==> src/cfg_page_pkg.sv <==
// Constants shared by the serial frame engine and the configuration register group.
// Assumes a 12-bit register address and 8-bit register data on the serial interface.
package cfg_page_pkg;

    // ------------------------------------------------------------------
    // Register offsets
    // ------------------------------------------------------------------
    localparam logic [11:0] ADDR_PAGE_LOW = 12'h002;
    localparam logic [11:0] ADDR_PAGE_MID = 12'h003;
    localparam logic [11:0] ADDR_PAGE_HIGH = 12'h004;
    localparam logic [11:0] ADDR_WIRE_MODE = 12'h010;
    localparam logic [11:0] ADDR_CONV_PAGE = 12'h011;
    localparam logic [11:0] ADDR_TOP_PAGE = 12'h012;
    localparam logic [11:0] ADDR_POWER = 12'h020;
    localparam logic [11:0] ADDR_CHB_GATE = 12'h039;
    // First address that belongs to a selectable page
    localparam logic [11:0] ADDR_PAGED_BASE = 12'h020;

    // ------------------------------------------------------------------
    // Field positions
    // ------------------------------------------------------------------
    localparam int WIRE_BIT = 0;
    localparam int TOP_BIT = 2;
    localparam int SYNC_OFF_BIT = 4;
    localparam int CHB_OFF_BIT = 1;
    localparam int SLEEP_BIT = 0;
    localparam int CHB_GATE_BIT = 1;
    localparam int TERM_DIS_BIT = 0;

    // ------------------------------------------------------------------
    // Reset values and codes
    // ------------------------------------------------------------------
    localparam logic [7:0] RESET_BYTE = 8'h00;
    localparam logic RESET_BIT = 1'b0;
    localparam logic [7:0] CONV_PAGE_ON = 8'hff;
    localparam logic [23:0] PAGE_MAIN_FIRST = 24'h68_0000;
    localparam logic [23:0] PAGE_MAIN_SECOND = 24'h68_0100;
    localparam logic [23:0] PAGE_FUNC_FIRST = 24'h61_0000;
    localparam logic [23:0] PAGE_FUNC_SECOND = 24'h61_0100;
    localparam logic [23:0] PAGE_LINK = 24'h69_0000;

    // ------------------------------------------------------------------
    // Serial frame layout
    // ------------------------------------------------------------------
    localparam logic [4:0] HEADER_BITS = 5'h10;
    localparam logic [4:0] FRAME_BITS = 5'h18;
    localparam int READ_FLAG_BIT = 14;

endpackage : cfg_page_pkg

==> src/frame_if.sv <==
// Carrier between the serial frame engine and the register group.
// Assumes both ends run on the same clock.
`timescale 1ns/1ps
interface frame_if;
    logic wr_stb; // One-cycle write strobe at end of a write frame
    logic [11:0] addr; // Register address of the frame
    logic [7:0] wdata; // Write data, valid with the strobe
    logic [7:0] rdata; // Read data for the current address
    logic three_wire; // Shared data pin mode

    modport shifter (output wr_stb, output addr, output wdata, input rdata, input three_wire);
    modport regs (input wr_stb, input addr, input wdata, output rdata, output three_wire);
endinterface : frame_if

==> src/config_page_select_and_powerdown.sv <==
// Configuration register group with page selection and power-down controls.
// Assumes the host keeps the serial clock slower than a quarter of the system clock.
//
// Notes on behaviour
// Bytes 003h and 004h form page bits 23:8
// Byte 002h forms page bits 7:0
// Page 680000h/680100h selects main page per channel
// Page 610000h/610100h selects function page per channel
// Page 690000h selects the shared link page
// Wire bit one makes data pin bidirectional
// Wire bit zero keeps separate in and out
// Converter page selected only by all ones
// Host clears master bit with converter page
// Master bit maps accesses to master page
// Host clears converter page with master bit
// Sync buffer off blocks sync reference pulses
// Power-down bit one turns second channel off
// Sleep bit one puts whole chip down
// Second channel off needs gate bit set
// Next access sees writes; reserved bits zero
`timescale 1ns/1ps
module config_page_select_and_powerdown (
    input wire logic clock,
    input wire logic resetn,
    input wire logic enable,
    input wire logic spi_cs_n,
    input wire logic spi_sclk,
    input wire logic serial_in_pin_in,
    output logic serial_in_pin_out,
    output logic serial_in_pin_oe,
    output logic serial_out,
    input wire logic sync_ref_in,
    output logic sync_ref_out,
    output logic [23:0] bank_page,
    output logic main_first_page,
    output logic main_second_page,
    output logic func_first_page,
    output logic func_second_page,
    output logic link_page,
    output logic analog_page_on,
    output logic master_page_on,
    output logic three_wire,
    output logic sync_ref_buffer_off,
    output logic second_channel_off,
    output logic whole_chip_sleep,
    output logic sync_term_off
);

    // ------------------------------------------------------------------
    // Serial frame engine
    // ------------------------------------------------------------------
    frame_if f ();

    serial_frame u_frame (
        .clock(clock),
        .resetn(resetn),
        .enable(enable),
        .spi_cs_n(spi_cs_n),
        .spi_sclk(spi_sclk),
        .serial_in_pin_in(serial_in_pin_in),
        .serial_in_pin_out(serial_in_pin_out),
        .serial_in_pin_oe(serial_in_pin_oe),
        .serial_out(serial_out),
        .f(f.shifter)
    );

    // ------------------------------------------------------------------
    // Register state
    // ------------------------------------------------------------------
    typedef struct packed {
        logic [7:0] page_low; // Page bits 7:0
        logic [7:0] page_mid; // Page bits 15:8
        logic [7:0] page_high; // Page bits 23:16
        logic wire_mode; // 3-wire form when set
        logic [7:0] conv_page; // Converter page selector
        logic top_page; // Master page select
        logic sync_off; // Sync buffer powered down
        logic chb_off; // Second channel power-down request
        logic sleep; // Whole chip power-down
        logic chb_gate; // Gate for the channel power-down
        logic term_dis; // Sync input termination off
        logic main_first; // Decoded page flags
        logic main_second;
        logic func_first;
        logic func_second;
        logic link;
        logic sync_ref_q; // Gated sync reference
    } regs_state_type;

    regs_state_type s_reg;
    regs_state_type s_next;
    logic general_addr; // Address below the paged space
    logic conv_sel; // Converter page currently selected
    logic [23:0] page_next; // Page selector after this cycle's write

    assign general_addr = f.addr < cfg_page_pkg::ADDR_PAGED_BASE;
    assign conv_sel = s_reg.conv_page == cfg_page_pkg::CONV_PAGE_ON;

    // Register writes and decoded flags
    always_comb
    begin
        s_next = s_reg;
        page_next = '0;
        if (f.wr_stb)
        begin
            if (general_addr)
            begin
                // General registers are reachable from every page
                case (f.addr)
                    cfg_page_pkg::ADDR_PAGE_LOW: s_next.page_low = f.wdata;
                    cfg_page_pkg::ADDR_PAGE_MID: s_next.page_mid = f.wdata;
                    cfg_page_pkg::ADDR_PAGE_HIGH: s_next.page_high = f.wdata;
                    cfg_page_pkg::ADDR_WIRE_MODE: s_next.wire_mode = f.wdata[cfg_page_pkg::WIRE_BIT];
                    cfg_page_pkg::ADDR_CONV_PAGE: s_next.conv_page = f.wdata;
                    cfg_page_pkg::ADDR_TOP_PAGE: s_next.top_page = f.wdata[cfg_page_pkg::TOP_BIT];
                    default: s_next.page_low = s_reg.page_low;
                endcase
            end
            else if (conv_sel)
            begin
                // Converter page wins if both selects are set; its registers lie outside
                s_next.page_low = s_reg.page_low;
            end
            else if (s_reg.top_page)
            begin
                // Master page registers
                case (f.addr)
                    cfg_page_pkg::ADDR_POWER:
                    begin
                        s_next.sync_off = f.wdata[cfg_page_pkg::SYNC_OFF_BIT];
                        s_next.chb_off = f.wdata[cfg_page_pkg::CHB_OFF_BIT];
                        s_next.sleep = f.wdata[cfg_page_pkg::SLEEP_BIT];
                    end
                    cfg_page_pkg::ADDR_CHB_GATE:
                    begin
                        s_next.chb_gate = f.wdata[cfg_page_pkg::CHB_GATE_BIT];
                        s_next.term_dis = f.wdata[cfg_page_pkg::TERM_DIS_BIT];
                    end
                    default: s_next.sleep = s_reg.sleep;
                endcase
            end
        end
        // Page decode from the value that holds after this cycle
        page_next = {s_next.page_high, s_next.page_mid, s_next.page_low};
        s_next.main_first = page_next == cfg_page_pkg::PAGE_MAIN_FIRST;
        s_next.main_second = page_next == cfg_page_pkg::PAGE_MAIN_SECOND;
        s_next.func_first = page_next == cfg_page_pkg::PAGE_FUNC_FIRST;
        s_next.func_second = page_next == cfg_page_pkg::PAGE_FUNC_SECOND;
        s_next.link = page_next == cfg_page_pkg::PAGE_LINK;
        // Sync reference pulses pass only while the buffer is powered
        s_next.sync_ref_q = sync_ref_in && !s_reg.sync_off;
    end

    // State register, frozen while enable is low
    always_ff @(posedge clock or negedge resetn)
    begin
        if (!resetn)
        begin
            s_reg <= '0;
            s_reg.page_low <= cfg_page_pkg::RESET_BYTE;
            s_reg.page_mid <= cfg_page_pkg::RESET_BYTE;
            s_reg.page_high <= cfg_page_pkg::RESET_BYTE;
            s_reg.conv_page <= cfg_page_pkg::RESET_BYTE;
            s_reg.wire_mode <= cfg_page_pkg::RESET_BIT;
        end
        else if (enable)
            s_reg <= s_next;
    end

    // ------------------------------------------------------------------
    // Read data
    // ------------------------------------------------------------------
    // Reserved bits and unmapped addresses read as zero
    always_comb
    begin
        f.rdata = 8'h00;
        if (general_addr)
        begin
            case (f.addr)
                cfg_page_pkg::ADDR_PAGE_LOW: f.rdata = s_reg.page_low;
                cfg_page_pkg::ADDR_PAGE_MID: f.rdata = s_reg.page_mid;
                cfg_page_pkg::ADDR_PAGE_HIGH: f.rdata = s_reg.page_high;
                cfg_page_pkg::ADDR_WIRE_MODE: f.rdata[cfg_page_pkg::WIRE_BIT] = s_reg.wire_mode;
                cfg_page_pkg::ADDR_CONV_PAGE: f.rdata = s_reg.conv_page;
                cfg_page_pkg::ADDR_TOP_PAGE: f.rdata[cfg_page_pkg::TOP_BIT] = s_reg.top_page;
                default: f.rdata = 8'h00;
            endcase
        end
        else if (!conv_sel && s_reg.top_page)
        begin
            case (f.addr)
                cfg_page_pkg::ADDR_POWER:
                begin
                    f.rdata[cfg_page_pkg::SYNC_OFF_BIT] = s_reg.sync_off;
                    f.rdata[cfg_page_pkg::CHB_OFF_BIT] = s_reg.chb_off;
                    f.rdata[cfg_page_pkg::SLEEP_BIT] = s_reg.sleep;
                end
                cfg_page_pkg::ADDR_CHB_GATE:
                begin
                    f.rdata[cfg_page_pkg::CHB_GATE_BIT] = s_reg.chb_gate;
                    f.rdata[cfg_page_pkg::TERM_DIS_BIT] = s_reg.term_dis;
                end
                default: f.rdata = 8'h00;
            endcase
        end
    end

    // ------------------------------------------------------------------
    // Outputs
    // ------------------------------------------------------------------
    assign f.three_wire = s_reg.wire_mode;
    assign three_wire = s_reg.wire_mode;
    assign bank_page = {s_reg.page_high, s_reg.page_mid, s_reg.page_low};
    assign main_first_page = s_reg.main_first;
    assign main_second_page = s_reg.main_second;
    assign func_first_page = s_reg.func_first;
    assign func_second_page = s_reg.func_second;
    assign link_page = s_reg.link;
    assign analog_page_on = conv_sel;
    assign master_page_on = s_reg.top_page;
    assign sync_ref_buffer_off = s_reg.sync_off;
    assign sync_ref_out = s_reg.sync_ref_q;
    // Channel power-down acts only through its gate
    assign second_channel_off = s_reg.chb_off && s_reg.chb_gate;
    assign whole_chip_sleep = s_reg.sleep;
    assign sync_term_off = s_reg.term_dis;
endmodule : config_page_select_and_powerdown

==> src/serial_frame.sv <==
// Serial frame engine: samples the serial pins and turns frames into register accesses.
// Assumes the serial clock stays high and low for at least two system clocks.
`timescale 1ns/1ps
module serial_frame (
    input wire logic clock,
    input wire logic resetn,
    input wire logic enable,
    input wire logic spi_cs_n,
    input wire logic spi_sclk,
    input wire logic serial_in_pin_in,
    output logic serial_in_pin_out,
    output logic serial_in_pin_oe,
    output logic serial_out,
    frame_if.shifter f
);

    // ------------------------------------------------------------------
    // State
    // ------------------------------------------------------------------
    typedef struct packed {
        logic sclk_q; // Last serial clock sample
        logic [4:0] count; // Bits taken in this frame
        logic [15:0] header; // Command and address bits
        logic [7:0] in_byte; // Write data bits
        logic [7:0] out_byte; // Read data still to send
        logic out_bit; // Bit on the data output
        logic is_read; // Frame is a read
        logic [11:0] addr; // Captured address
        logic load; // Load read data next cycle
        logic wr_stb; // Write strobe
    } shift_state_type;

    shift_state_type s_reg;
    shift_state_type s_next;
    logic rise;
    logic fall;

    assign rise = spi_sclk && !s_reg.sclk_q;
    assign fall = !spi_sclk && s_reg.sclk_q;

    // Next-state logic for the whole frame
    always_comb
    begin
        s_next = s_reg;
        s_next.wr_stb = 1'b0;
        s_next.load = 1'b0;
        s_next.sclk_q = spi_sclk;
        if (spi_cs_n)
        begin
            // Idle between frames
            s_next.count = 5'h00;
            s_next.out_bit = 1'b0;
            s_next.is_read = 1'b0;
        end
        else
        begin
            if (rise && s_reg.count < cfg_page_pkg::FRAME_BITS)
            begin
                // Take one bit on the rising serial clock
                if (s_reg.count < cfg_page_pkg::HEADER_BITS)
                    s_next.header = {s_reg.header[14:0], serial_in_pin_in};
                else
                    s_next.in_byte = {s_reg.in_byte[6:0], serial_in_pin_in};
                s_next.count = s_reg.count + 5'h01;
                if (s_reg.count == cfg_page_pkg::HEADER_BITS - 5'h01)
                begin
                    // Header complete: fix address and direction
                    s_next.addr = {s_reg.header[10:0], serial_in_pin_in};
                    s_next.is_read = s_reg.header[cfg_page_pkg::READ_FLAG_BIT];
                    s_next.load = 1'b1;
                end
                if (s_reg.count == cfg_page_pkg::FRAME_BITS - 5'h01 && !s_reg.is_read)
                    s_next.wr_stb = 1'b1;
            end
            // Fetch read data once the address is stable
            if (s_reg.load)
                s_next.out_byte = f.rdata;
            if (fall && s_reg.is_read && s_reg.count >= cfg_page_pkg::HEADER_BITS)
            begin
                // Send next read bit on the falling serial clock
                s_next.out_bit = s_reg.out_byte[7];
                s_next.out_byte = {s_reg.out_byte[6:0], 1'b0};
            end
        end
    end

    // State register, frozen while enable is low
    always_ff @(posedge clock or negedge resetn)
    begin
        if (!resetn)
            s_reg <= '0;
        else if (enable)
            s_reg <= s_next;
    end

    // ------------------------------------------------------------------
    // Outputs
    // ------------------------------------------------------------------
    assign f.wr_stb = s_reg.wr_stb;
    assign f.addr = s_reg.addr;
    assign f.wdata = s_reg.in_byte;
    assign serial_in_pin_out = s_reg.out_bit;
    // Shared pin drives only in the read data phase of 3-wire form
    assign serial_in_pin_oe = f.three_wire && s_reg.is_read && !spi_cs_n && s_reg.count >= cfg_page_pkg::HEADER_BITS;
    // Separate output carries read data in 4-wire form
    assign serial_out = f.three_wire ? 1'b0 : s_reg.out_bit;

endmodule : serial_frame

==> config.mk <==
export PLATFORM = sky130hd
export DESIGN_NAME = config_page_select_and_powerdown
export DESIGN_NICKNAME = d
export VERILOG_FILES = /design/src/cfg_page_pkg.sv /design/src/frame_if.sv /design/src/config_page_select_and_powerdown.sv /design/src/serial_frame.sv
export SDC_FILE = /design/constraint.sdc
export NUM_CORES = 1
export LEC_CHECK = 0
export ABC_AREA = 1
export BUFFER_PORTS_ARGS = -buffer_cell sky130_fd_sc_hd__buf_4
export CAP_MARGIN = 0
export CORE_ASPECT_RATIO = 1.4
export CORE_MARGIN = 1
export CORE_UTILIZATION = 57
export DETAILED_ROUTE_END_ITERATION = 10
export PLACE_DENSITY = 0.8
export REMOVE_ABC_BUFFERS = 1
export SLEW_MARGIN = 20
export SYNTH_ARGS = -nofsm -noshare
export SYNTH_HDL_FRONTEND = slang
export SYNTH_SLANG_ARGS = --single-unit
==> constraint.sdc <==
create_clock -name clock -period 2.6 [get_ports clock]
set_input_delay 0.13 -clock clock [delete_from_list [all_inputs] [get_ports clock]]
set_output_delay 0.13 -clock clock [all_outputs]
set_load 0.02 [all_outputs]
## Word level (Yosys, flattened, before mapping)

Cells that the tools add are included.

- Output and inout port bits: 40
- Flip-flop bits (word level): 99
- Logic and storage cells: 121

- Reduce and logical (&&, ||, !) cells: 34
- $add $sub $neg: 1
- Multiplexer cells: 35
- $lt $le $gt $ge: 4
- Equal/unequal tests: 16
- Bitwise gates (word level): 4

Operators by type and width:

| cell | count |
|---|---|
| $eq 24x23->1 const B | 5 |
| $mux 8 | 8 |
| $mux 39 | 1 |
| $eq 12x5->1 const B | 3 |
| $mux 29 | 1 |
| $mux 26 | 1 |
| $mux 5 | 5 |
| $eq 12x2->1 const B | 2 |
| $eq 12x6->1 const B | 2 |
| $reduce_and 4->1 | 6 |
| $pmux 5 s4 | 1 |
| $mux 16 | 1 |
| $mux 15 | 1 |
| $mux 14 | 1 |
| $eq 12x3->1 const B | 1 |
| $logic_and 1x1->1 | 12 |
| $lt 12x6->1 const B | 1 |
| $reduce_and 6->1 | 2 |
| $lt 5x5->1 const B | 2 |
| $pmux 1 s5 | 2 |
| $mux 9 | 1 |
| $eq 8x8->1 const B | 1 |
| $mux 2 | 4 |
| $reduce_bool 2->1 | 4 |
| 11 further kinds | 26 |

## Depth between registers and ports, before layout

Gate-level depths: netlist of run 1.

- Depth in word-level cells: 8
- Mapped depth: 14

## Hierarchy

A second synthesis of run 1 with hierarchy kept.

- Cell total of the unflattened synthesis: 738
- Area total of the unflattened synthesis: 5621.6 um^2

By module, submodules not included:

| module | area each (um^2) | cells an instance | times used | sequential area each (um^2) |
|---|---|---|---|---|
| config_page_select_and_powerdown | 3070.4 | 433 | 1 | 1126.1 |
| serial_frame | 2551.2 | 305 | 1 | 1326.3 |

## Worst setup path before layout of run 1

No wires, ideal clock.

- Kind: register to register
- Start point: reg u_frame.s_reg, in the netlist u_frame.f.addr[2]
- End point: reg s_reg, in the netlist func_first_page
- Setup slack: 0.940 ns
- Data required time: 2.484 ns
- Arrival time: 1.543 ns
- Cell stages (with the launch flop): 13
- Buffers on the path: 1
- Path through: dfrtp_1 inv_1 nand2_2 nor2_1 buf_2 nand4_1 nand2_1 nor2_1 and2_0 nand2_1 nor2_4 nand2_1 nand2_1

- Longest elaborated chain between the ends: 5
- Elaborated cells on any way between the ends: 11
- Those cells by class: order compare: 1; eq/ne: 4; mux: 6

RTL lines:

| element | RTL line | text |
|---|---|---|
| start: declaration | serial_frame.sv:33 | `shift_state_type s_reg;` |
| start signal: assignment | serial_frame.sv:93 | `s_reg <= s_next;` |
| parallel branches: the longest is 3 deep, another holds $lt 12x6->1 | -- |  |
| $mux 39 (*) | config_page_select_and_powerdown.sv:104 | `if (f.wr_stb)` |
| $eq 24x23->1 (*) | config_page_select_and_powerdown.sv:147 | `s_next.func_first = page_next == cfg_page_pkg::PAGE_FUNC_FIRST;` |
| end signal: assignment | config_page_select_and_powerdown.sv:167 | `s_reg <= s_next;` |
| end: declaration | config_page_select_and_powerdown.sv:90 | `regs_state_type s_reg;` |

Every way passes the cells marked *.
A chain may end at the register's enable or synchronous reset.

## Final worst setup path of run 1

- Start point: reg u_frame.s_reg, in the netlist u_frame.f.addr[7]
- End point: reg s_reg, in the netlist func_first_page

Same word-level chain as after synthesis.

==> summary.txt, run 1 <==
Outcome
  • Status: complete, no violations

Yosys
  • Post-synth ARST share: 100%
  • Synth Flop Type: dfrtp_1
  • Yosys cell types: 44
  • Post-synth top area share: between 40% and 50%
  • Syn Inst Count: 673
  • Ranking of synthesized cells by area: dfrtp_1 47%, nand2_1 14%, o21ai_0 7.5%, inv_1 5.4%, buf_4 3.4%
  • Synth area leader: dfrtp_1
  • Register bit total from synthesis: 98
  • Seq/Total Area, Yosys: a little under half
  • EDFF count, synth: 0
  • Most common cell in the netlist: nand2_1
  • Mapped cell area: ~5300 sq um
  • Yosys warnings: 0
  • Mean Syn Cell Area: roughly 7.8 sq um
  • Synth top cells by count: 198 x nand2_1, 98 x dfrtp_1, 79 x o21ai_0

Floorplan
  • Full die area: 9610 sq um
  • Site Rows: 41
  • Die H: 116 um
  • Starting density of the core: 58.5%
  • Core area: 8980 sq um
  • IO Count: between 40 and 50
  • Die width: 83.1 um

Worst setup path
  • WP buf/inv: 0
  • Worst Path Required: 2.89 ns
  • R2R depth: 11
  • Critical-path cell list: nor2_2 > nand2_2 > nor2_4 > nand3_2 > o21ai_0 > nand2_1 > nor2_1 > nand2_1 > nor2_2 > nand2_1 > nand2_1
  • Crit end category: register
  • CP max FO: 12
  • Worst path max stage delay: 0.41 ns
  • Crit path kind: register to register
  • CP max-delay cell: o21ai_0
  • R2r setup slk: 0.28 ns
  • CP arrival: 2.60 ns
  • Reg2reg end: func_first_page$_DFFE_PN0P_
  • Largest delay share family, worst path: simple AND/OR/NAND/NOR gates
  • Most used cell, CP: nand2_1
  • FF-to-FF Start: u_frame.f.addr[7]$_DFFE_PN0P_
  • Startpoint types: register

STA
  • Worst Skew: 0.00687 ns
  • Least-Margin Pin Slew: between 0.6 and 0.7 ns
  • Max Fclk: 0.432 GHz
  • Final min period: 2.32 ns
  • Final-report hold violation count: 0
  • RSZ-0062 raised after global routing: no
  • Slew Limit Fails: 0
  • Crit share post-route: between 80% and 90%
  • Slew HR: between 50 and 60%
  • Setup tns final: 0 ns
  • Setup violations, final: 0

Clock network
  • CTS tree: yes
  • CTS root buf: clkbuf_16
  • CTS Sinks: 98
  • CTS Buf Count: 9
  • Clock transition at path regs: 0.07 ns
  • CTS resizes: 0
  • Worst skew pair latency: approximately 0.34 ns
  • Total setup buffers inserted after CTS: 0
  • Hold buffers post-CTS: 1
  • H-tree levels: 3
  • Clock buffer depth: 2

Place
  • Buffers added on ports: 46
  • HPWL after DPL: 10100 um
  • Gpl congestion: roughly 0.98

Global route
  • Gr ovfl total: 0
  • Initial antenna violation count: 0
  • Largest net degree at the start of global routing: 49
  • Vias in the first global route: 4441
  • Total Routing Usage GR: 29.4%
  • First-pass GRT wire length: 21900 um

Routing
  • Final wirelength: 13300 um
  • Final antenna-violating net count: 0
  • DRC: 0
  • Post-DR wirelength/cell: ~16 um
  • Vias: approximately 4500
  • Drt first pass iters: 5
  • Vias per std cell: about 5.6
  • 1st-iter DRT viols: 386

Hold path
  • Worst hold path class: input pin to register
  • Hold Path Sink: u_frame.s_reg[53]$_DFFE_PN0P_
  • Hold path startpoint: spi_sclk
  • Hold Crit Depth: 3

Power and ir drop
  • Power per cell area: 609 nW/um^2
  • Leakage power total: 2.83 nW
  • Tot Pwr: 0.00356 W
  • Peak VDD IR: 457 uV

Layout
  • Layout cells sized above 1: 15.6%
  • Area delta synth->final: 11.4%
  • Ant diodes: 0
  • Largest register FFs: 31
  • Nets: 709

Run
  • Max-Cap Viols: 0
-- worst reg2reg max path, stage by stage (launching register included) --
cell	delay, ns
dfrtp_1	0.40
nor2_2	0.16
nand2_2	0.12
nor2_4	0.35
nand3_2	0.31
o21ai_0	0.41
nand2_1	0.10
nor2_1	0.09
nand2_1	0.09
nor2_2	0.11
nand2_1	0.06
nand2_1	0.05
-- area by class of cell --
cell class                 count  area [sq um]
tap                          107           134
clock inverter                 4          50.0
inverter                      84           315
timing repair buffer          58           438
sequential                    98          2450
fill                         771          3130
multi-input combinational    448          2210
clock buffer                  12           256
-- report_power, final --
group	switching [W]	internal, W
Sequential	0.0000831	0.00162
Clock	0.000576	0.000797
Combinational	0.000317	0.000169
-- metal layers --
metal / track usage (%) / part of all wire [%] / vias up
li1: - / - / 2212
met1: 35.0 / 40 / 2138
met2: 53.1 / 52 / 146
met3: 2.92 / 3.7 / 30
met4: 14.9 / 3.5 / 0
met5: 0 / 0 / -
-- placed cells by master, fill, tap and decap left out, drive strengths merged, types with 12 or more instances in the layout --
cell type and instances:
dfrtp 98, a21oi 13, nor2 55, nand4 21, o21ai 83, buf 57
inv 83, nand3 26, clkbuf 12, nand2 206
-- how the worst max path moves through the flow --
| stage | slack, ns | start | depth (start not counted) | to |
|---|---|---|---|---|
| floorplan | 0.40 | u_frame.s_reg[53]$_DFFE_PN0P_ | 6 | u_frame.s_reg[18]$_DFFE_PN0P_ |
| global placement | 0.42 | u_frame.f.addr[11]$_DFFE_PN0P_ | 11 | func_second_page$_DFFE_PN0P_ |
| detailed placement | 0.34 | u_frame.f.addr[7]$_DFFE_PN0P_ | 11 | func_first_page$_DFFE_PN0P_ |
| CTS | 0.28 | u_frame.f.addr[7]$_DFFE_PN0P_ | 11 | func_first_page$_DFFE_PN0P_ |
| global route | 0.06 | u_frame.f.addr[11]$_DFFE_PN0P_ | 11 | link_page$_DFFE_PN0P_ |
| finish | 0.28 | u_frame.f.addr[7]$_DFFE_PN0P_ | 11 | func_first_page$_DFFE_PN0P_ |
-- cell families after synthesis --
logic type	after synthesis	synth area share, %
AO/OA/AOI/OAI	117	12.1
XOR/XNOR	1	0.167
adder cells (fa/ha/maj)	3	0.715
buffers and inverters	127	11.5
flip-flops	98	46.7
multiplexers	5	1.02
AND/OR/NAND/NOR	322	27.9
-- stage by stage --
step	utilization (%)	setup WS [ns]	hold WS (ns)	instances	instance area (sq um)
global placement	61.7	0.421	0.173	794	5540
detailed placement	61.7	0.344	0.179	794	5540
CTS	65.2	0.277	0.00859	811	5850
global route	65.2	0.0557	0.0282	811	5850
floorplan	-	0.402	-0.166	630	4970
finish	65.2	0.284	0.0126	811	5850
No activity file was read; power rests on OpenSTA's default activity.
==> run 2, diff against run 1 <==
--- a/config.mk
+++ b/config.mk
@@ -11,7 +11,7 @@
 export CORE_ASPECT_RATIO = 1.4
 export CORE_MARGIN = 1
-export CORE_UTILIZATION = 57
+export CORE_UTILIZATION = 64
 export DETAILED_ROUTE_END_ITERATION = 10
-export PLACE_DENSITY = 0.8
+export PLACE_DENSITY = 0.88
 export REMOVE_ABC_BUFFERS = 1
 export SLEW_MARGIN = 20
==> constraint.sdc (replaced) <==
create_clock -name clock -period 2.6 [get_ports clock]
set_input_delay 0.26 -clock clock [delete_from_list [all_inputs] [get_ports clock]]
set_output_delay 0.26 -clock clock [all_outputs]
set_load 0.02 [all_outputs]
==> run 2 against run 1 <==
- via count increased by 1.6%
- sequential cell count unchanged
- clock skew increased by 0.0052 ns
- critical path type unchanged
==> summary.txt, run 2 (synthesis gave the netlist of run 1 again) <==
Outcome
  • Status: complete, no violations (unchanged)

Clock network
  • CTS Sinks: 98 (unchanged)
  • Total setup buffers inserted after CTS: 0 (unchanged)
  • Clock transition at path regs: 0.09 ns (was 0.07 ns)
  • H-tree levels: 3 (unchanged)
  • Clock buffer depth: 2 (unchanged)
  • CTS tree: yes (unchanged)
  • Worst skew pair latency: 0.38 ns (was 0.34 ns)
  • CTS Buf Count: 9 (unchanged)
  • CTS root buf: clkbuf_8 (was clkbuf_16)

Layout
  • Commonest non-fill, non-tap cells in the layout: 198 x nand2_1, 98 x dfrtp_1, 79 x o21ai_0 (unchanged)
  • Layout cells sized above 1: 15.3% (was 15.6%)
  • Ant diodes: 0 (unchanged)
  • Largest register FFs: 31 (unchanged)
  • Area delta synth->final: 9.10% (was 11.4%)
  • FILL cells: 631 (was 771)
  • Finished Layout Cells: 801 (was 811)
  • Most common cell after layout, fill and taps aside: nand2_1 (unchanged)
  • Nets: 706 (was 709)

STA
  • Setup violations, final: 0 (unchanged)
  • RSZ-0062 raised after global routing: no (unchanged)
  • Worst Skew: 0.0120 ns (was 0.00687 ns)
  • Crit share post-route: 84.5% (was 89.1%)
  • Max Fclk: 0.455 GHz (was 0.432 GHz)
  • Worst hold slack: 0.116 ns (was 0.0126 ns)
  • Setup tns final: 0 ns (unchanged)
  • Slew HR: 55.2% (was 55.8%)
  • Slew Limit Fails: 0 (unchanged)
  • Final-report hold violation count: 0 (unchanged)
  • Final min period: 2.20 ns (was 2.32 ns)
  • Least-Margin Pin Slew: 0.668 ns (was 0.662 ns)
  • Final worst slack: 0.403 ns (was 0.284 ns)

Place
  • Setup WS pre-CTS: 0.469 ns (was 0.344 ns)
  • HPWL after DPL: 9820 um (was 10100 um)
  • Buffers added on ports: 46 (unchanged)
  • Gpl congestion: 0.936 (was 0.982)
  • Placed insts: 784 (was 794)

Run
  • Max-Cap Viols: 0 (unchanged)

Power and ir drop
  • NetSw: 0.000926 W (was 0.000976 W)
  • Peak VDD IR: 513 uV (was 457 uV)
  • Power per cell area: 560 nW/um^2 (was 609 nW/um^2)
  • Sequential power share: 53.0% (was 47.8%)
  • Clock power frac: 32.0% (was 38.6%)
  • Int Power: 0.00228 W (was 0.00259 W)
  • Switch share: 28.9% (was 27.4%)
  • Tot Pwr: 0.00321 W (was 0.00356 W)
  • Leakage power total: 2.78 nW (was 2.83 nW)
  • Logic pwr share: 15.1% (was 13.7%)

Worst setup path
  • R2r setup slk: 0.40 ns (was 0.28 ns)
  • Crit end category: register (unchanged)
  • CP arrival: 2.51 ns (was 2.60 ns)
  • CP max-delay cell: dfrtp_1 (was o21ai_0)
  • Startpoint types: register (unchanged)
  • Worst Path Required: 2.92 ns (was 2.89 ns)
  • CP max FO: 12 (unchanged)
  • Critical-path cell list: nor2_2 > nand2_4 > nor2_4 > nand3_2 > nand2_1 > nand2_1 > nor2_1 > and2_0 > nand2_1 > nor2_4 > nand2_1 > nand2_1 (was nor2_2 > nand2_2 > nor2_4 > nand3_2 > o21ai_0 > nand2_1 > nor2_1 > nand2_1 > nor2_2 > nand2_1 > nand2_1)
  • Crit path kind: register to register (unchanged)
  • Worst path max stage delay: 0.42 ns (was 0.41 ns)
  • Most used cell, CP: nand2_1 (unchanged)

Routing
  • Vias per std cell: 5.74 (was 5.58)
  • 1st-iter DRT viols: 460 (was 386)
  • Vias: 4597 (was 4526)
  • Post-DR wirelength/cell: 16.4 um (about the same)
  • Final antenna-violating net count: 0 (unchanged)
  • DRC: 0 (unchanged)
  • Final wirelength: 13200 um (was 13300 um)
  • Drt first pass iters: 5 (unchanged)

Global route
  • Initial antenna violation count: 0 (unchanged)
  • Vias in the first global route: 4500 (was 4441)
  • Total Routing Usage GR: 32.8% (was 29.4%)
  • Gr ovfl total: 0 (unchanged)
  • First-pass GRT wire length: 21200 um (was 21900 um)
  • Largest net degree at the start of global routing: 54 (was 49)

Floorplan
  • Site Rows: 38 (was 41)
  • Core area: 7850 sq um (was 8980 sq um)
  • Die width: 78.6 um (was 83.1 um)
  • Die H: 109 um (was 116 um)
  • Full die area: 8580 sq um (was 9610 sq um)
  • IO Count: 47 (unchanged)
  • Starting density of the core: 67.0% (was 58.5%)

Hold path
  • Worst hold path class: input pin to register (unchanged)
## run 2: cell types whose count changed in the layout (fill, tap and decap cells not counted), sizes merged
cell,delta
buf,-3
## run 2: path summary, 6_finish.rpt
kind / start / end / cells after the start
setup / recovery: u_frame.f.addr[11]$_DFFE_PN0P_ / main_first_page$_DFFE_PN0P_ / 12
hold / removal: spi_sclk / u_frame.s_reg[53]$_DFFE_PN0P_ / 3
setup reg to reg: u_frame.f.addr[11]$_DFFE_PN0P_ / main_first_page$_DFFE_PN0P_ / 12
hold reg to reg: u_frame.s_reg[14]$_DFFE_PN0P_ / u_frame.f.wr_stb$_DFFE_PN0P_ / 1
max in group asynchronous: resetn / s_reg[7]$_DFFE_PN0P_ / 3
min in group asynchronous: resetn / bank_page[3]$_DFFE_PN0P_ / 2
## run 2: final cells by class
type,instances,area (sq um),area share (%)
sequential,98,2450,42.8
multi-input combinational,448,2210,38.5
timing repair buffer,55,428,7.47
inverter,84,315,5.50
clock buffer,12,155,2.71
tap,100,125,2.18
clock inverter,4,50.0,0.873
## run 2: metal layers
metal  track usage [%]  up-vias  routed length, um
met4              21.8        0                660
met3              4.35       57                614
met1              35.9     2180               5030
li1                  -     2193                  -
met5                 0        -                  0
met2              59.0      167               6860
## run 2: through the flow
step	area [sq um]	util [%]
finish	5730	73.1
global route	5730	73.1
CTS	5730	73.1
detailed placement	5520	70.3
global placement	5520	70.3
floorplan	4970	-
## run 2: power by group through the flow
stage / logic (W) / registers (W) / clock network [W]
4_1_cts: 0.000486 / 0.00170 / 0.00104
3_3_place_gp: 0.000466 / 0.00172 / 0
3_5_place_dp: 0.000483 / 0.00173 / 0
6_report: 0.000483 / 0.00170 / 0.00103
5_1_grt: 0.000538 / 0.00171 / 0.00108
2_1_floorplan: 0.000204 / 0.00178 / 0
## run 2: repair_timing
item	4_1_cts	5_1_grt
endpoints found under the setup margin	0	0
resized for setup	0	0
endpoints found under the hold margin	45	0
hold buffers	1	0
## run 2: critical path: cells and delay by family, from the launching register on
family | cells | cell delay, ns
and+or+nand+nor | 12 | 1.73
DFF | 1 | 0.42
==> run 3, diff against run 2 <==
Settings changed: CORE_UTILIZATION 64 to 54, PLACE_DENSITY 0.88 to 0.79.
Clock period 2.6 ns to 1.9 ns, I/O delays scaled along.
==> run 3 against run 2 <==
- the run now ends with setup timing left
- clock power grew 84%
- wire length up 4.8%
- non-clock buffer count up 43
- sequential power grew 36%
- setup slack lost 0.44 ns
- clock-buffer cell count down 1
- critical path type unchanged
- critical endpoint is now main_second_page$_DFFE_PN0P_
- largest power group unchanged
==> summary.txt, run 3 (synthesis gave the netlist of run 1 again) <==
Layout
  • Area delta synth->final: 20.3% (was 9.10%)
  • Layout cells sized above 1: 23.4% (was 15.3%)
  • Commonest non-fill, non-tap cells in the layout: 191 x nand2_1, 97 x dfrtp_1, 92 x buf_4 (was 198 x nand2_1, 98 x dfrtp_1, 79 x o21ai_0)
  • Post-route cell area: 6320 sq um (was 5730 sq um)
  • Ant diodes: 0 (unchanged)
  • Most common cell after layout, fill and taps aside: nand2_1 (unchanged)
  • Nets: 749 (was 706)
  • Largest register FFs: 31 (unchanged)

Worst setup path
  • CP max FO: 6 (was 12)
  • CP arrival: 2.23 ns (was 2.51 ns)
  • Largest delay share family, worst path: simple AND/OR/NAND/NOR gates (unchanged)
  • R2r setup slk: -0.04 ns (was 0.40 ns)
  • Crit end category: register (unchanged)
  • FF-to-FF Start: u_frame.f.addr[9]$_DFFE_PN0P_ (was u_frame.f.addr[11]$_DFFE_PN0P_)
  • CP max-delay cell: dfrtp_1 (unchanged)
  • Reg2reg end: main_second_page$_DFFE_PN0P_ (was main_first_page$_DFFE_PN0P_)
  • Critical-path cell list: nor2_4 > nand2_4 > buf_6 > inv_4 > nand2_4 > nor2_4 > nand3_2 > nand2_2 > nand2_2 > nor2_2 > nand2_2 > nor2_2 > nand2_1 > nand2_1 (was nor2_2 > nand2_4 > nor2_4 > nand3_2 > nand2_1 > nand2_1 > nor2_1 > and2_0 > nand2_1 > nor2_4 > nand2_1 > nand2_1)
  • Worst Path Required: 2.19 ns (was 2.92 ns)
  • WP buf/inv: 2 (was 0)
  • Worst path max stage delay: 0.41 ns (was 0.42 ns)
  • Startpoint types: register (unchanged)
  • Crit path kind: register to register (unchanged)
  • R2R depth: 14 (was 12)
  • Most used cell, CP: nand2_2 (was nand2_1)

Outcome
  • Failing checks: setup timing
  • Status: complete, but fails checks (was complete, no violations)

STA
  • Least-Margin Pin Slew: 0.522 ns (was 0.668 ns)
  • Final-report hold violation count: 0 (unchanged)
  • Setup violations, final: 5 (was 0)
  • Worst Skew: 0.00611 ns (was 0.0120 ns)
  • Final min period: 1.94 ns (was 2.20 ns)
  • Setup tns final: -0.130 ns (was 0 ns)
  • Max Fclk: 0.516 GHz (was 0.455 GHz)
  • Slew HR: 65.2% (was 55.2%)
  • Slew Limit Fails: 0 (unchanged)
  • Worst hold slack: 0.0731 ns (was 0.116 ns)
  • Final worst slack: -0.0384 ns (was 0.403 ns)
  • Crit share post-route: 102% (was 84.5%)
  • RSZ-0062 raised after global routing: yes (was no)

Floorplan
  • Core area: 9460 sq um (was 7850 sq um)
  • IO Count: 47 (unchanged)
  • Site Rows: 42 (was 38)
  • Starting density of the core: 55.5% (was 67.0%)
  • Die H: 119 um (was 109 um)
  • Die width: 85.4 um (was 78.6 um)
  • Full die area: 10100 sq um (was 8580 sq um)

Place
  • HPWL after DPL: 10300 um (was 9820 um)
  • Placed inst area: 5770 sq um (was 5520 sq um)
  • Buffers added on ports: 46 (unchanged)
  • Setup WS pre-CTS: -0.0926 ns (was 0.469 ns)
  • Gpl congestion: 0.977 (was 0.936)

Routing
  • 1st-iter DRT viols: 333 (was 460)
  • Vias: 4662 (was 4597)
  • Vias per std cell: 5.46 (was 5.74)
  • Final antenna-violating net count: 0 (unchanged)
  • DRC: 0 (unchanged)
  • Final wirelength: 13800 um (was 13200 um)
  • Drt first pass iters: 5 (unchanged)
  • Post-DR wirelength/cell: 16.1 um (was 16.4 um)

Clock network
  • CTS root buf: clkbuf_16 (was clkbuf_8)
  • Clock transition at path regs: 0.07 ns (was 0.09 ns)
  • CTS tree: yes (unchanged)
  • Clock buffer depth: 2 (unchanged)
  • Worst skew pair latency: 0.35 ns (was 0.38 ns)
  • H-tree levels: 3 (unchanged)
  • CTS Sinks: 98 (unchanged)
  • CTS Buf Count: 9 (unchanged)

Hold path
  • Worst hold path class: input pin to register (unchanged)
  • Hold path startpoint: spi_sclk (unchanged)
  • Hold Crit Depth: 3 (unchanged)
  • Hold Path Sink: u_frame.s_reg[53]$_DFFE_PN0P_ (unchanged)

Power and ir drop
  • Leakage power total: 3.07 nW (was 2.78 nW)
  • Peak VDD IR: 481 uV (was 513 uV)
  • Power per cell area: 780 nW/um^2 (was 560 nW/um^2)
  • Tot Pwr: 0.00493 W (was 0.00321 W)

Global route
  • Largest net degree at the start of global routing: 99 (was 54)
  • Vias in the first global route: 4524 (was 4500)
  • Initial antenna violation count: 0 (unchanged)
  • Gr ovfl total: 0 (unchanged)
  • Total Routing Usage GR: 28.6% (was 32.8%)
  • First-pass GRT wire length: 22100 um (was 21200 um)

Run
  • Max-Cap Viols: 0 (unchanged)
[run 3: changes by cell type in the layout (fill, tap and decap cells not counted), moves of 6 or more]
cell / previous run / this run
nand2_1: 198 / 191
buf_4: 53 / 92
clkbuf_16: 0 / 9
clkbuf_8: 11 / 2
nand3_1: 23 / 17
nand3_2: 3 / 9
[run 3: layout make-up]
type                    count  area (sq um)
clock buffers              11           253
clock inverters             5          60.1
fillers                   793          3140
inverters                  84           318
multi-input cells         448          2320
flip-flops and latches     98          2450
well taps                 110           138
repair buffers             98           774
[run 3: timing repair]
action | in CTS | in global routing
setup endpoints to repair | 5 | 18
hold buffers | 1 | 0
buffers inserted | 2 | 10
gates resized for setup | 12 | 25
pin swaps | 1 | 17
endpoints found under the hold margin | 98 | 0
[run 3: stage by stage]
stage	instances	util (%)
final	854	66.8
after global routing	854	66.8
after CTS	844	65.1
after detailed placement	825	61.0
after global placement	825	61.0
after floorplan	630	-
[run 3: worst min-delay path: stages]
cell and delay (ns):
buf_4 0.10, nand2_1 0.04, o21ai_0 0.06
[run 3: where the power goes]
| group | leakage [nW] | switching (W) | total [W] | internal (W) |
|---|---|---|---|---|
| combinational | 1.61 | 0.000445 | 0.000709 | 0.000264 |
| clock | 0.152 | 0.000802 | 0.00190 | 0.00110 |
| sequential | 1.31 | 0.000110 | 0.00232 | 0.00221 |
| total | 3.07 | 0.00136 | 0.00493 | 0.00358 |
[run 3: per-layer routing]
layer	part of all wire [%]	global-route usage (%)	wire length, um
met4	6.1	17.0	848
met1	39	33.5	5430
met5	0	0	0
met3	4.2	4.82	576
met2	50	48.7	6940
[run 3: how the worst max path moves through the flow]
| stage | startpoint | endpoint | depth (start not counted) |
|---|---|---|---|
| final | u_frame.f.addr[9]$_DFFE_PN0P_ | main_second_page$_DFFE_PN0P_ | 14 |
| after global routing | u_frame.f.addr[9]$_DFFE_PN0P_ | main_second_page$_DFFE_PN0P_ | 15 |
| after CTS | u_frame.f.addr[8]$_DFFE_PN0P_ | main_first_page$_DFFE_PN0P_ | 14 |
| after detailed placement | u_frame.f.addr[11]$_DFFE_PN0P_ | main_first_page$_DFFE_PN0P_ | 14 |
| after global placement | u_frame.f.addr[0]$_DFFE_PN0P_ | link_page$_DFFE_PN0P_ | 13 |
| after floorplan | u_frame.s_reg[53]$_DFFE_PN0P_ | u_frame.s_reg[18]$_DFFE_PN0P_ | 6 |
